File: src/emp_pkg.sv
// shared constants for the external memory pin interface
`default_nettype none
package emp_pkg;

  localparam int ADDR_LOW_W = 15;
  localparam int ADDR_MUX_W = 11;
  localparam int ADDR_FULL_W = 2 * ADDR_MUX_W;
  localparam int DATA_W = 8;
  localparam int NARROW_W = 4;
  localparam int SYNC_STAGES = 2;
  localparam int CNT_W = 4;

  localparam int BIT_FIFTEEN = 15;
  localparam int BIT_SIXTEEN = 16;
  localparam int BIT_SEVENTEEN = 17;

  localparam logic [1:0] SEL_ZERO = 2'h0;
  localparam logic [1:0] SEL_ONE = 2'h1;
  localparam logic [1:0] SEL_TWO = 2'h2;
  localparam logic [1:0] SEL_THREE = 2'h3;

  localparam int CLK_PERIOD_PS = 5000;
  localparam int T_ROW_NS = 15;
  localparam int T_STROBE_NS = 10;
  localparam int ROW_CYC = (T_ROW_NS * 1000 + CLK_PERIOD_PS - 1) / CLK_PERIOD_PS;
  localparam int STROBE_CYC = (T_STROBE_NS * 1000 + CLK_PERIOD_PS - 1) / CLK_PERIOD_PS;

  localparam logic PIN_HIGH = 1'b1;
  localparam logic PIN_LOW = 1'b0;

  typedef enum logic [1:0] {
    ST_IDLE,
    ST_ROW,
    ST_ACC,
    ST_END
  } emp_state_e;

endpackage
`default_nettype wire

File: src/emp_sync.sv
// two-stage synchroniser for the data pins
`timescale 1ns/1ps
`default_nettype none
module emp_sync #(
  parameter int WIDTH = 8
) (
  input wire logic clk_in,
  input wire logic rst_n_in,
  input wire logic [WIDTH-1:0] d_in,
  output logic [WIDTH-1:0] q_out
);

  logic [WIDTH-1:0] meta_r;
  logic [WIDTH-1:0] meta_nxt;
  logic [WIDTH-1:0] q_r;
  logic [WIDTH-1:0] q_nxt;

  // first stage feeds only the second
  always_comb begin
    meta_nxt = d_in;
    q_nxt = meta_r;
  end

  always_ff @(posedge clk_in or negedge rst_n_in) begin
    if (!rst_n_in) begin
      meta_r <= '0;
      q_r <= '0;
    end else begin
      meta_r <= meta_nxt;
      q_r <= q_nxt;
    end
  end

  assign q_out = q_r;

endmodule
`default_nettype wire

File: src/emp_pins.sv
// external memory pin sequencer: address, selects, strobes, data bus
//
// Summary of operation
// - dynamic: row then column on low eleven
// - static: address bits 0-14 driven directly
// - bit fifteen pin as plain address
// - bit fifteen pin as static select three
// - bit sixteen pin: address or select two
// - bit sixteen pin is column strobe dynamically
// - bit seventeen pin: address or select one
// - bit seventeen pin is row strobe dynamically
// - dedicated pin gives static select zero
// - write strobe low only during writes
// - read strobe low only during reads
// - data sampled on reads, driven on writes
// - data bus undriven when idle
// - four-bit mode: upper lines never driven
// - hardware reset: pins high, data floating
`timescale 1ns/1ps
`default_nettype none
module emp_pins
  import emp_pkg::*;
#(
  parameter int ROW_CYCLES = ROW_CYC,
  parameter int STROBE_CYCLES = STROBE_CYC
) (
  input wire logic MCLK_IN,
  input wire logic RST_N_IN,
  input wire logic SW_RESET_IN,
  input wire logic IND_RESET_IN,
  input wire logic STOP_IN,
  input wire logic DYNAMIC_MODE_IN,
  input wire logic REFRESH_EN_IN,
  input wire logic NARROW_BUS_IN,
  input wire logic SELECT_THREE_EN_IN,
  input wire logic SELECT_TWO_EN_IN,
  input wire logic SELECT_ONE_EN_IN,
  input wire logic ACC_REQ_IN,
  input wire logic ACC_WRITE_IN,
  input wire logic [1:0] ACC_SELECT_IN,
  input wire logic [ADDR_FULL_W-1:0] ACC_ADDR_IN,
  input wire logic [DATA_W-1:0] ACC_WDATA_IN,
  output logic ACC_READY_OUT,
  output logic ACC_DONE_OUT,
  output logic [DATA_W-1:0] ACC_RDATA_OUT,
  output logic [ADDR_LOW_W-1:0] LOW_ADDRESS_LINES_OUT,
  output logic ADDRESS_BIT_FIFTEEN_OUT,
  output logic ADDRESS_BIT_SIXTEEN_OUT,
  output logic ADDRESS_BIT_SEVENTEEN_OUT,
  output logic STATIC_SELECT_ZERO_N_OUT,
  output logic WRITE_STROBE_N_OUT,
  output logic READ_STROBE_N_OUT,
  input wire logic [DATA_W-1:0] MEMORY_DATA_BUS_IN,
  output logic [DATA_W-1:0] MEMORY_DATA_BUS_OUT,
  output logic [DATA_W-1:0] MEMORY_DATA_BUS_OE_OUT
);

  // counts must fit the shared down-counter
  if (ROW_CYCLES < 1 || ROW_CYCLES >= (1 << CNT_W)) begin : g_bad_row
    $error("ROW_CYCLES out of range");
  end
  if (STROBE_CYCLES < 1 || STROBE_CYCLES + SYNC_STAGES >= (1 << CNT_W)) begin : g_bad_strobe
    $error("STROBE_CYCLES out of range");
  end

  localparam logic [CNT_W-1:0] ROW_LAST = CNT_W'(ROW_CYCLES - 1);
  localparam logic [CNT_W-1:0] WR_LAST = CNT_W'(STROBE_CYCLES - 1);
  // reads hold the strobe longer so synchronised data is settled at capture
  localparam logic [CNT_W-1:0] RD_LAST = CNT_W'(STROBE_CYCLES + SYNC_STAGES - 1);

  //////////////////////////////////////////////////////////////////////////////
  // data pin synchroniser

  logic [DATA_W-1:0] data_sync;

  emp_sync #(
    .WIDTH(DATA_W)
  ) u_sync (
    .clk_in(MCLK_IN),
    .rst_n_in(RST_N_IN),
    .d_in(MEMORY_DATA_BUS_IN),
    .q_out(data_sync)
  );

  //////////////////////////////////////////////////////////////////////////////
  // lane enable mask

  logic [DATA_W-1:0] lane_ok;

  genvar gi;
  generate
    for (gi = 0; gi < DATA_W; gi++) begin : g_lane
      assign lane_ok[gi] = !NARROW_BUS_IN || (gi < NARROW_W);
    end
  endgenerate

  //////////////////////////////////////////////////////////////////////////////
  // sequencer state

  emp_state_e st_r, st_nxt;
  logic [CNT_W-1:0] cnt_r, cnt_nxt;
  logic [ADDR_FULL_W-1:0] addr_r, addr_nxt;
  logic [DATA_W-1:0] wdata_r, wdata_nxt;
  logic [1:0] sel_r, sel_nxt;
  logic write_r, write_nxt;
  logic dyn_r, dyn_nxt;

  logic [ADDR_LOW_W-1:0] low_r, low_nxt;
  logic pin15_r, pin15_nxt;
  logic pin16_r, pin16_nxt;
  logic pin17_r, pin17_nxt;
  logic sel0_n_r, sel0_n_nxt;
  logic wr_n_r, wr_n_nxt;
  logic rd_n_r, rd_n_nxt;
  logic [DATA_W-1:0] dout_r, dout_nxt;
  logic [DATA_W-1:0] doe_r, doe_nxt;
  logic [DATA_W-1:0] rdata_r, rdata_nxt;
  logic done_r, done_nxt;
  logic ready_r, ready_nxt;

  logic in_reset;
  logic take;

  assign in_reset = SW_RESET_IN || IND_RESET_IN || STOP_IN;
  assign take = (st_r == ST_IDLE) && ready_r && ACC_REQ_IN;

  // level of a shared pin that is a select for static accesses
  function automatic logic sel_level(input logic [1:0] want, input logic [1:0] cur);
    sel_level = (want == cur) ? PIN_LOW : PIN_HIGH;
  endfunction

  always_comb begin
    st_nxt = st_r;
    cnt_nxt = cnt_r;
    addr_nxt = addr_r;
    wdata_nxt = wdata_r;
    sel_nxt = sel_r;
    write_nxt = write_r;
    dyn_nxt = dyn_r;
    low_nxt = low_r;
    pin15_nxt = pin15_r;
    pin16_nxt = pin16_r;
    pin17_nxt = pin17_r;
    sel0_n_nxt = PIN_HIGH;
    wr_n_nxt = PIN_HIGH;
    rd_n_nxt = PIN_HIGH;
    dout_nxt = dout_r;
    doe_nxt = '0;
    rdata_nxt = rdata_r;
    done_nxt = 1'b0;

    case (st_r)
      ST_IDLE: begin
        if (take) begin
          addr_nxt = ACC_ADDR_IN;
          wdata_nxt = ACC_WDATA_IN;
          sel_nxt = ACC_SELECT_IN;
          write_nxt = ACC_WRITE_IN;
          dyn_nxt = DYNAMIC_MODE_IN;
          if (DYNAMIC_MODE_IN) begin
            low_nxt[ADDR_MUX_W-1:0] = ACC_ADDR_IN[ADDR_FULL_W-1:ADDR_MUX_W];
            pin17_nxt = PIN_LOW;
            pin16_nxt = PIN_HIGH;
            cnt_nxt = ROW_LAST;
            st_nxt = ST_ROW;
          end else begin
            low_nxt = ACC_ADDR_IN[ADDR_LOW_W-1:0];
            pin15_nxt = SELECT_THREE_EN_IN ? sel_level(SEL_THREE, ACC_SELECT_IN) : ACC_ADDR_IN[BIT_FIFTEEN];
            pin16_nxt = SELECT_TWO_EN_IN ? sel_level(SEL_TWO, ACC_SELECT_IN) : ACC_ADDR_IN[BIT_SIXTEEN];
            pin17_nxt = SELECT_ONE_EN_IN ? sel_level(SEL_ONE, ACC_SELECT_IN) : ACC_ADDR_IN[BIT_SEVENTEEN];
            sel0_n_nxt = sel_level(SEL_ZERO, ACC_SELECT_IN);
            wr_n_nxt = !ACC_WRITE_IN;
            rd_n_nxt = ACC_WRITE_IN;
            dout_nxt = ACC_WDATA_IN;
            doe_nxt = ACC_WRITE_IN ? lane_ok : '0;
            cnt_nxt = ACC_WRITE_IN ? WR_LAST : RD_LAST;
            st_nxt = ST_ACC;
          end
        end
      end
      ST_ROW: begin
        if (cnt_r == '0) begin
          low_nxt[ADDR_MUX_W-1:0] = addr_r[ADDR_MUX_W-1:0];
          pin16_nxt = PIN_LOW;
          wr_n_nxt = !write_r;
          rd_n_nxt = write_r;
          dout_nxt = wdata_r;
          doe_nxt = write_r ? lane_ok : '0;
          cnt_nxt = write_r ? WR_LAST : RD_LAST;
          st_nxt = ST_ACC;
        end else begin
          cnt_nxt = cnt_r - 1'b1;
        end
      end
      ST_ACC: begin
        wr_n_nxt = !write_r;
        rd_n_nxt = write_r;
        sel0_n_nxt = dyn_r ? PIN_HIGH : sel_level(SEL_ZERO, sel_r);
        doe_nxt = write_r ? lane_ok : '0;
        if (cnt_r == '0) begin
          if (!write_r) begin
            rdata_nxt = data_sync & lane_ok;
          end
          st_nxt = ST_END;
        end else begin
          cnt_nxt = cnt_r - 1'b1;
        end
      end
      ST_END: begin
        // release selects and dynamic strobes
        if (dyn_r) begin
          pin16_nxt = PIN_HIGH;
          pin17_nxt = PIN_HIGH;
        end else begin
          if (SELECT_THREE_EN_IN) begin
            pin15_nxt = PIN_HIGH;
          end
          if (SELECT_TWO_EN_IN) begin
            pin16_nxt = PIN_HIGH;
          end
          if (SELECT_ONE_EN_IN) begin
            pin17_nxt = PIN_HIGH;
          end
        end
        done_nxt = 1'b1;
        st_nxt = ST_IDLE;
      end
      default: begin
        st_nxt = ST_IDLE;
      end
    endcase

    if (st_nxt == ST_IDLE) begin
      doe_nxt = '0;
    end

    if (SW_RESET_IN) begin
      // soft reset keeps low lines only
      pin15_nxt = PIN_HIGH;
      pin16_nxt = PIN_HIGH;
      pin17_nxt = PIN_HIGH;
    end else if (IND_RESET_IN || STOP_IN) begin
      if (DYNAMIC_MODE_IN) begin
        // refresh keeps strobes low only in individual reset
        pin16_nxt = (IND_RESET_IN && REFRESH_EN_IN) ? PIN_LOW : PIN_HIGH;
        pin17_nxt = (IND_RESET_IN && REFRESH_EN_IN) ? PIN_LOW : PIN_HIGH;
      end else begin
        pin15_nxt = SELECT_THREE_EN_IN ? PIN_HIGH : pin15_r;
        pin16_nxt = SELECT_TWO_EN_IN ? PIN_HIGH : pin16_r;
        pin17_nxt = SELECT_ONE_EN_IN ? PIN_HIGH : pin17_r;
      end
    end
    if (in_reset) begin
      // abort access, selects and strobes high
      low_nxt = low_r;
      sel0_n_nxt = PIN_HIGH;
      wr_n_nxt = PIN_HIGH;
      rd_n_nxt = PIN_HIGH;
      doe_nxt = '0;
      done_nxt = 1'b0;
      st_nxt = ST_IDLE;
    end

    ready_nxt = (st_nxt == ST_IDLE) && !in_reset;
  end

  //////////////////////////////////////////////////////////////////////////////
  // registers

  always_ff @(posedge MCLK_IN or negedge RST_N_IN) begin
    if (!RST_N_IN) begin
      st_r <= ST_IDLE;
      cnt_r <= '0;
      addr_r <= '0;
      wdata_r <= '0;
      sel_r <= SEL_ZERO;
      write_r <= 1'b0;
      dyn_r <= 1'b0;
      low_r <= '1;
      pin15_r <= PIN_HIGH;
      pin16_r <= PIN_HIGH;
      pin17_r <= PIN_HIGH;
      sel0_n_r <= PIN_HIGH;
      wr_n_r <= PIN_HIGH;
      rd_n_r <= PIN_HIGH;
      dout_r <= '0;
      doe_r <= '0;
      rdata_r <= '0;
      done_r <= 1'b0;
      ready_r <= 1'b0;
    end else begin
      st_r <= st_nxt;
      cnt_r <= cnt_nxt;
      addr_r <= addr_nxt;
      wdata_r <= wdata_nxt;
      sel_r <= sel_nxt;
      write_r <= write_nxt;
      dyn_r <= dyn_nxt;
      low_r <= low_nxt;
      pin15_r <= pin15_nxt;
      pin16_r <= pin16_nxt;
      pin17_r <= pin17_nxt;
      sel0_n_r <= sel0_n_nxt;
      wr_n_r <= wr_n_nxt;
      rd_n_r <= rd_n_nxt;
      dout_r <= dout_nxt;
      doe_r <= doe_nxt;
      rdata_r <= rdata_nxt;
      done_r <= done_nxt;
      ready_r <= ready_nxt;
    end
  end

  assign ACC_READY_OUT = ready_r;
  assign ACC_DONE_OUT = done_r;
  assign ACC_RDATA_OUT = rdata_r;
  assign LOW_ADDRESS_LINES_OUT = low_r;
  assign ADDRESS_BIT_FIFTEEN_OUT = pin15_r;
  assign ADDRESS_BIT_SIXTEEN_OUT = pin16_r;
  assign ADDRESS_BIT_SEVENTEEN_OUT = pin17_r;
  assign STATIC_SELECT_ZERO_N_OUT = sel0_n_r;
  assign WRITE_STROBE_N_OUT = wr_n_r;
  assign READ_STROBE_N_OUT = rd_n_r;
  assign MEMORY_DATA_BUS_OUT = dout_r;
  assign MEMORY_DATA_BUS_OE_OUT = doe_r;

endmodule
`default_nettype wire

File: config.mk
export PLATFORM = sky130hd
export DESIGN_NAME = emp_pins
export DESIGN_NICKNAME = d
export VERILOG_FILES = /design/src/emp_pkg.sv /design/src/emp_sync.sv /design/src/emp_pins.sv
export SDC_FILE = /design/constraint.sdc
export NUM_CORES = 1
export LEC_CHECK = 0
export BUFFER_PORTS_ARGS = -buffer_cell sky130_fd_sc_hd__clkbuf_2
export CORE_MARGIN = 2
export CORE_UTILIZATION = 57
export DETAILED_ROUTE_END_ITERATION = 8
export PLACE_DENSITY = 0.92
export SLEW_MARGIN = 10
export SYNTH_ARGS = -nofsm -noshare
export SYNTH_HDL_FRONTEND = slang
export SYNTH_SLANG_ARGS = --single-unit
File: constraint.sdc
create_clock -name MCLK_IN -period 3.2 [get_ports MCLK_IN]
set_input_delay 0.16 -clock MCLK_IN [delete_from_list [all_inputs] [get_ports MCLK_IN]]
set_output_delay 0.16 -clock MCLK_IN [all_outputs]
set_load 0.02 [all_outputs]
==> impl_metrics.py, run 1 <==
metrics = {
    "sta": {
        "finalHoldViolCount": 44,
        "whs_ps": -37.7,
        "post-route-min-period_ps": 2610,
        "finalSetupTns_ps": 0,
        "rsz0062_at_grt": "false",
        "timing.fmax_mhz": 384,
        "clock_skew_ps": 11.5,
        "setup_viol": 0,
        "setup_slack_ps": 593,
        "report.final.slew_viol_count": 0,
        "tightest_slew_ps": 1010,
        "relSlewSlack": 0.329,
        "final.period_utilization": 0.815,
    },
    "floorplanning": {
        "dieHeight_um": 87.8,
        "rows": 30,
        "dieArea_sq_um": 7710,
        "io_pins": 100,
        "fp.dieW_um": 87.8,
        "core_area_sq_um": 6790,
        "initial_core_util": 0.590,
    },
    "setup_path": {
        "crit_path_start": "st_r[0]",
        "crit_type": "reg -> reg",
        "crit_arrival_ps": 2880,
        "path_depth": 6,
        "slowest_stage": "a221oi_4",
        "r2r-start": "st_r[0]",
        "worst-path-max-fanout": 19,
        "cp-start-kind": "flip-flop",
        "critPathTopFamily": "compound AO/OA/AOI/OAI gates",
        "ff2ff_path_depth": 6,
        "crit_chain": "inv_1 -> ha_1 -> nand4b_1 -> a221oi_4 -> nor2_1 -> a21oi_1",
        "endpoint_kind": "flip-flop",
        "worst-path-buf-inv": 1,
        "cp_data_required_time_ps": 3470,
        "cp_slowest_stage_delay_ps": 680,
    },
    "clock_tree": {
        "cts_buffers": 9,
        "clk_pin_slew_ps": 90,
        "cts.repair.resized": 0,
        "cts.sinks": 86,
        "cts_tree": "yes",
        "cts_buffer_depth": 2,
        "cts_root_buf": "clkbuf_8",
        "clk-insertion-delay-late_ps": 360,
        "htreeDepth": 3,
    },
    "power_and_ir_drop": {
        "leakage_uw": 0.00225,
        "p_total_uw": 2690,
        "ir_drop_mv": 0.479,
        "powerDensity_nw_per_um2": 561,
    },
    "final_layout": {
        "fillCellCount": 474,
        "syn2layout_area_growth_pct": 19.6,
        "layout.nets": 508,
        "drive_above_1_share": 0.392,
        "layoutNonFillerInstCount": 550,
        "insertedDiodeCount": 0,
    },
    "routing": {
        "firstDrtPassIters": 4,
        "drc": 0,
        "via_per_inst": 5.58,
        "num_vias": 3069,
        "ant_nets": 0,
        "drt_iter0_drc": 211,
        "wire_per_inst_um": 15.9,
        "wl_um": 8770,
    },
    "placement": {
        "port-buffer-count": 99,
        "gp_congestion": 0.879,
        "dp_cells": 526,
        "dp_hpwl_um": 6150,
        "pre_cts_ws_ps": 620,
    },
    "synthesis": {
        "synthFlopType": "dfrtp_1",
        "synthDominantCellAreaShare": 0.406,
        "synth_edf_count": 0,
        "ys_types": 53,
        "synth_area_sq_um": 4010,
        "synth_warnings": 0,
        "synth.avg_cell_area_sq_um": 11.3,
        "synthesis.instances": 356,
        "synth_largest_area_cell": "dfrtp_1",
        "yosys-top-cells-area": "dfrtp_1, dfstp_2, mux2_2",
        "syn-num-nets": 415,
        "async_reset_ff_frac": 1.00,
        "seq_area_frac_synth": 0.544,
        "synth_seq_cells": 86,
    },
    "global_routing": {
        "grt_use_met2": 0.405,
        "grt_pass1_vias": 3031,
        "grt_antenna_before_repair": 0,
        "grt_busiest_layer": "met2",
        "grt_overflow": 0,
        "grt_use_total": 0.246,
        "use_met1": 0.315,
        "grtUsageMet3": 0.0452,
        "grt_pass1_wl_um": 14600,
        "grt_max_degree": 87,
    },
    "job": {
        "cap_violations": 0,
    },
    "run_status": {
        "violations": "negative hold slack",
        "outcome": "finished with violations",
    },
    "worst_hold_path": {
        "hold_class": "in -> async",
    },
}
-- what timing repair did --
action | CTS | global route
setup endpoints to repair | 0 | 0
hold endpoints to repair | 8 | 0
setup buffers | 0 | 0
hold buffers | 8 | 0
-- cells by family after synthesis --
group,after synthesis,synth area share
muxes,48,0.129
and+or+nand+nor,92,0.109
buffers and inverters,35,0.0494
adders and majority gates,6,0.0187
AOI/OAI and AO/OA,89,0.150
DFF,86,0.544
-- through the flow --
stage	cell area, sq um	util
after global routing	4790	0.705
after CTS	4790	0.705
after global placement	4470	0.658
final	4790	0.705
after floorplan	4010	-
after detailed placement	4470	0.658
-- area by class of cell --
class,instances,area [sq um],area share
Sequential cell,86,2180,0.455
Multi-Input combinational cell,235,1630,0.341
Timing Repair Buffer,109,593,0.124
Clock buffer,9,124,0.0259
Tap cell,96,120,0.0251
Clock inverter,7,113,0.0235
Inverter,8,30.0,0.00627
-- path summary, 6_finish.rpt --
| kind | endpoint | slack (ps) |
|---|---|---|
| worst max-delay path | MEMORY_DATA_BUS_OUT[5] | 590 |
| worst min register to register | u_sync.q_out[3] | 350 |
| worst min-delay path | addr_r[2] | -40 |
| worst max register to register | MEMORY_DATA_BUS_OUT[5] | 590 |
| min in group MCLK_IN | ADDRESS_BIT_SEVENTEEN_OUT | 40 |
| max in group asynchronous | cnt_r[2] | 2590 |
-- registers in the layout (all words and copies together), names as in the netlist, 2 cells and up --
signal,count
ACC_RDATA_OUT,8
LOW_ADDRESS_LINES_OUT,15
MEMORY_DATA_BUS_OE_OUT,2
MEMORY_DATA_BUS_OUT,8
addr_r,11
cnt_r,4
sel_r,2
st_r,2
u_sync.meta_r,8
u_sync.q_out,8
wdata_r,8
-- per-layer routing --
| layer | vias up | part of all wire |
|---|---|---|
| met4 | 0 | 0.037 |
| met3 | 26 | 0.056 |
| li1 | 1453 | - |
| met5 | - | 0 |
| met1 | 1482 | 0.40 |
| met2 | 108 | 0.51 |
-- where the power goes --
part           switching (uW)  leakage (uW)  internal (uW)  total (uW)
clock                     428      0.000115            457         886
sequential               87.4       0.00102           1250        1340
combinational             269       0.00112            196         465
-- layout by cell type, fill, tap and decap left out, types with 5 or more instances in the layout --
master	n
a21oi_1	25
nand2_1	27
o21ai_1	6
mux2_2	29
o21ai_0	17
dfrtp_1	65
mux2i_1	19
clkbuf_8	9
dfstp_2	21
nand2b_1	8
o21ai_2	5
nor2_1	32
dlygate4sd3_1	8
ha_1	5
inv_1	8
clkbuf_2	98
nand3_1	6
-- synthesized netlist by cell type (all sizes together), types with 2 or more instances --
library cell	number
inv	8
dfstp	21
mux2i	19
and2	2
o2bb2ai	2
nand2b	8
nor2	32
a21oi	27
nand2	27
a311oi	4
a221oi	4
nand3	6
o32ai	2
buf	22
dfrtp	65
nor3	3
or3	4
clkbuf	5
o22ai	2
ha	6
nor2b	2
o21ai	28
o31ai	4
a31oi	4
mux2	29
No activity file was read; power rests on OpenSTA's default activity.
==> run 2: changes to the inputs <==
--- a/config.mk
+++ b/config.mk
@@ -7,9 +7,9 @@
 export LEC_CHECK = 0
 export BUFFER_PORTS_ARGS = -buffer_cell sky130_fd_sc_hd__clkbuf_2
 export CORE_MARGIN = 2
-export CORE_UTILIZATION = 57
+export CORE_UTILIZATION = 48
 export DETAILED_ROUTE_END_ITERATION = 8
-export PLACE_DENSITY = 0.92
+export PLACE_DENSITY = 0.83
 export SLEW_MARGIN = 10
 export SYNTH_ARGS = -nofsm -noshare
 export SYNTH_HDL_FRONTEND = slang
==> constraint.sdc (replaced) <==
create_clock -name MCLK_IN -period 2.3 [get_ports MCLK_IN]
set_input_delay 0.115 -clock MCLK_IN [delete_from_list [all_inputs] [get_ports MCLK_IN]]
set_output_delay 0.115 -clock MCLK_IN [all_outputs]
set_load 0.02 [all_outputs]
==> impl_metrics.py, run 2 (synthesis results as in run 1) <==
metrics = {
    "sta": {
        "tightest_slew_ps": 491,
        "final.period_utilization": 0.920,
        "setup_viol": 0,
        "relSlewSlack": 0.673,
        "post-route-min-period_ps": 2120,
        "finalSetupTns_ps": 0,
        "clock_skew_ps": 12.2,
        "timing.fmax_mhz": 472,
        "report.final.slew_viol_count": 0,
        "rsz0062_at_grt": "false",
        "finalHoldViolCount": 0,
    },
    "clock_tree": {
        "cts_buffer_depth": 2,
        "cts.sinks": 86,
        "cts_root_buf": "clkbuf_8",
        "clk_pin_slew_ps": 100,
        "cts_buffers": 9,
        "cts_tree": "yes",
        "htreeDepth": 3,
        "clk-insertion-delay-late_ps": 360,
    },
    "final_layout": {
        "final_common_cell": "clkbuf_2",
        "layoutNonFillerInstCount": 588,
        "drive_above_1_share": 0.395,
        "insertedDiodeCount": 0,
        "syn2layout_area_growth_pct": 26.0,
        "mostFrequentLayoutCells": "clkbuf_2, dfrtp_1, nor2_1",
        "layout.nets": 537,
        "largest_register_ffs": 15,
    },
    "routing": {
        "wire_per_inst_um": 15.6,
        "drt_iter0_drc": 128,
        "via_per_inst": 5.36,
        "num_vias": 3152,
        "drc": 0,
        "wl_um": 9170,
        "firstDrtPassIters": 4,
        "ant_nets": 0,
    },
    "global_routing": {
        "grt_pass1_vias": 3072,
        "grtUsageMet3": 0.0656,
        "grt_use_total": 0.215,
        "grt_use_met2": 0.353,
        "grt_overflow": 0,
        "grt_max_degree": 51,
        "grt_pass1_wl_um": 14900,
        "grt_antenna_before_repair": 0,
        "grt_busiest_layer": "met2",
        "use_met1": 0.263,
    },
    "setup_path": {
        "worst-path-max-fanout": 16,
        "cp-start-kind": "flip-flop",
        "cp_data_required_time_ps": 2580,
        "crit_type": "reg -> reg",
        "critPathTopFamily": "simple AND/OR/NAND/NOR gates",
        "worst-path-buf-inv": 2,
        "endpoint_kind": "flip-flop",
        "slowest_stage": "or3b_1",
        "cp_slowest_stage_delay_ps": 520,
        "crit_arrival_ps": 2400,
        "crit_chain": "inv_1 -> ha_1 -> or3b_1 -> a221oi_4 -> buf_4 -> nor2_1 -> a21oi_1",
    },
    "floorplanning": {
        "rows": 33,
        "core_area_sq_um": 8130,
        "io_pins": 100,
        "dieHeight_um": 95.3,
        "dieArea_sq_um": 9090,
        "initial_core_util": 0.492,
        "fp.dieW_um": 95.3,
    },
    "power_and_ir_drop": {
        "p_total_uw": 3590,
        "powerDensity_nw_per_um2": 712,
        "ir_drop_mv": 0.677,
        "leakage_uw": 0.00236,
    },
    "job": {
        "cap_violations": 0,
    },
    "placement": {
        "port-buffer-count": 99,
        "dp_hpwl_um": 6510,
        "dp_cells": 547,
        "gp_congestion": 0.886,
    },
    "run_status": {
        "outcome": "finished, final reports clean",
    },
    "worst_hold_path": {
        "hold_class": "in -> reg",
    },
}
[run 2: cell count changes in the layout (fill, tap and decap cells not counted)]
cell           before  now
dlygate4sd3_1       8   25
buf_4               3   14
bufinv_16           2    0
a221oi_1            3    2
a221oi_2            0    1
buf_12              0    1
clkinv_4            0    1
clkinv_8            1    2
[run 2: per-layer routing]
| metal | vias up | part of all wire |
|---|---|---|
| met1 | 1528 | 0.41 |
| met4 | 0 | 0.019 |
| met2 | 100 | 0.52 |
| met5 | - | 0 |
| li1 | 1512 | - |
| met3 | 12 | 0.058 |
[run 2: path summary, 6_finish.rpt]
check | startpoint | cells past startpoint | slack, ps | endpoint
setup reg to reg | cnt_r[0] | 7 | 180 | MEMORY_DATA_BUS_OUT[6]
max in group asynchronous | RST_N_IN | 3 | 1340 | LOW_ADDRESS_LINES_OUT[9]
hold reg to reg | u_sync.meta_r[3] | 0 | 360 | u_sync.q_out[3]
hold / removal | ACC_ADDR_IN[0] | 2 | 10 | addr_r[0]
setup / recovery | cnt_r[0] | 7 | 180 | MEMORY_DATA_BUS_OUT[6]
min in group asynchronous | RST_N_IN | 2 | 250 | u_sync.q_out[5]
[run 2: cell type report]
type                            instances  area (sq um)
Clock buffer                            9           124
Clock inverter                          7          77.6
Fill cell                             640          3090
Inverter                                8          30.0
Multi-Input combinational cell        235          1640
Sequential cell                        86          2180
Tap cell                              105           131
Timing Repair Buffer                  138           866
[run 2: metrics by stage]
stage          hold slack (ps)  utilization  instance area, sq um  worst slack (ps)
6_report                  10.1        0.620                  5040               183
5_1_grt                   1.26        0.620                  5040              25.9
4_1_cts                  0.294        0.616                  5010              69.1
3_5_place_dp               105        0.564                  4590              83.7
3_3_place_gp              97.0        0.564                  4590               288
2_1_floorplan             -181            -                  4010               409
[run 2: report_power, final]
group / internal (uW) / switching, uW
clock network: 427 / 611
logic: 307 / 388
registers: 1740 / 120
total: 2470 / 1120
[run 2: what timing repair did]
item	4_1_cts	5_1_grt
buffers inserted	0	0
hold buffers	22	3
endpoints found under the setup margin	0	4
hold endpoints to repair	45	3
resized for setup	0	1
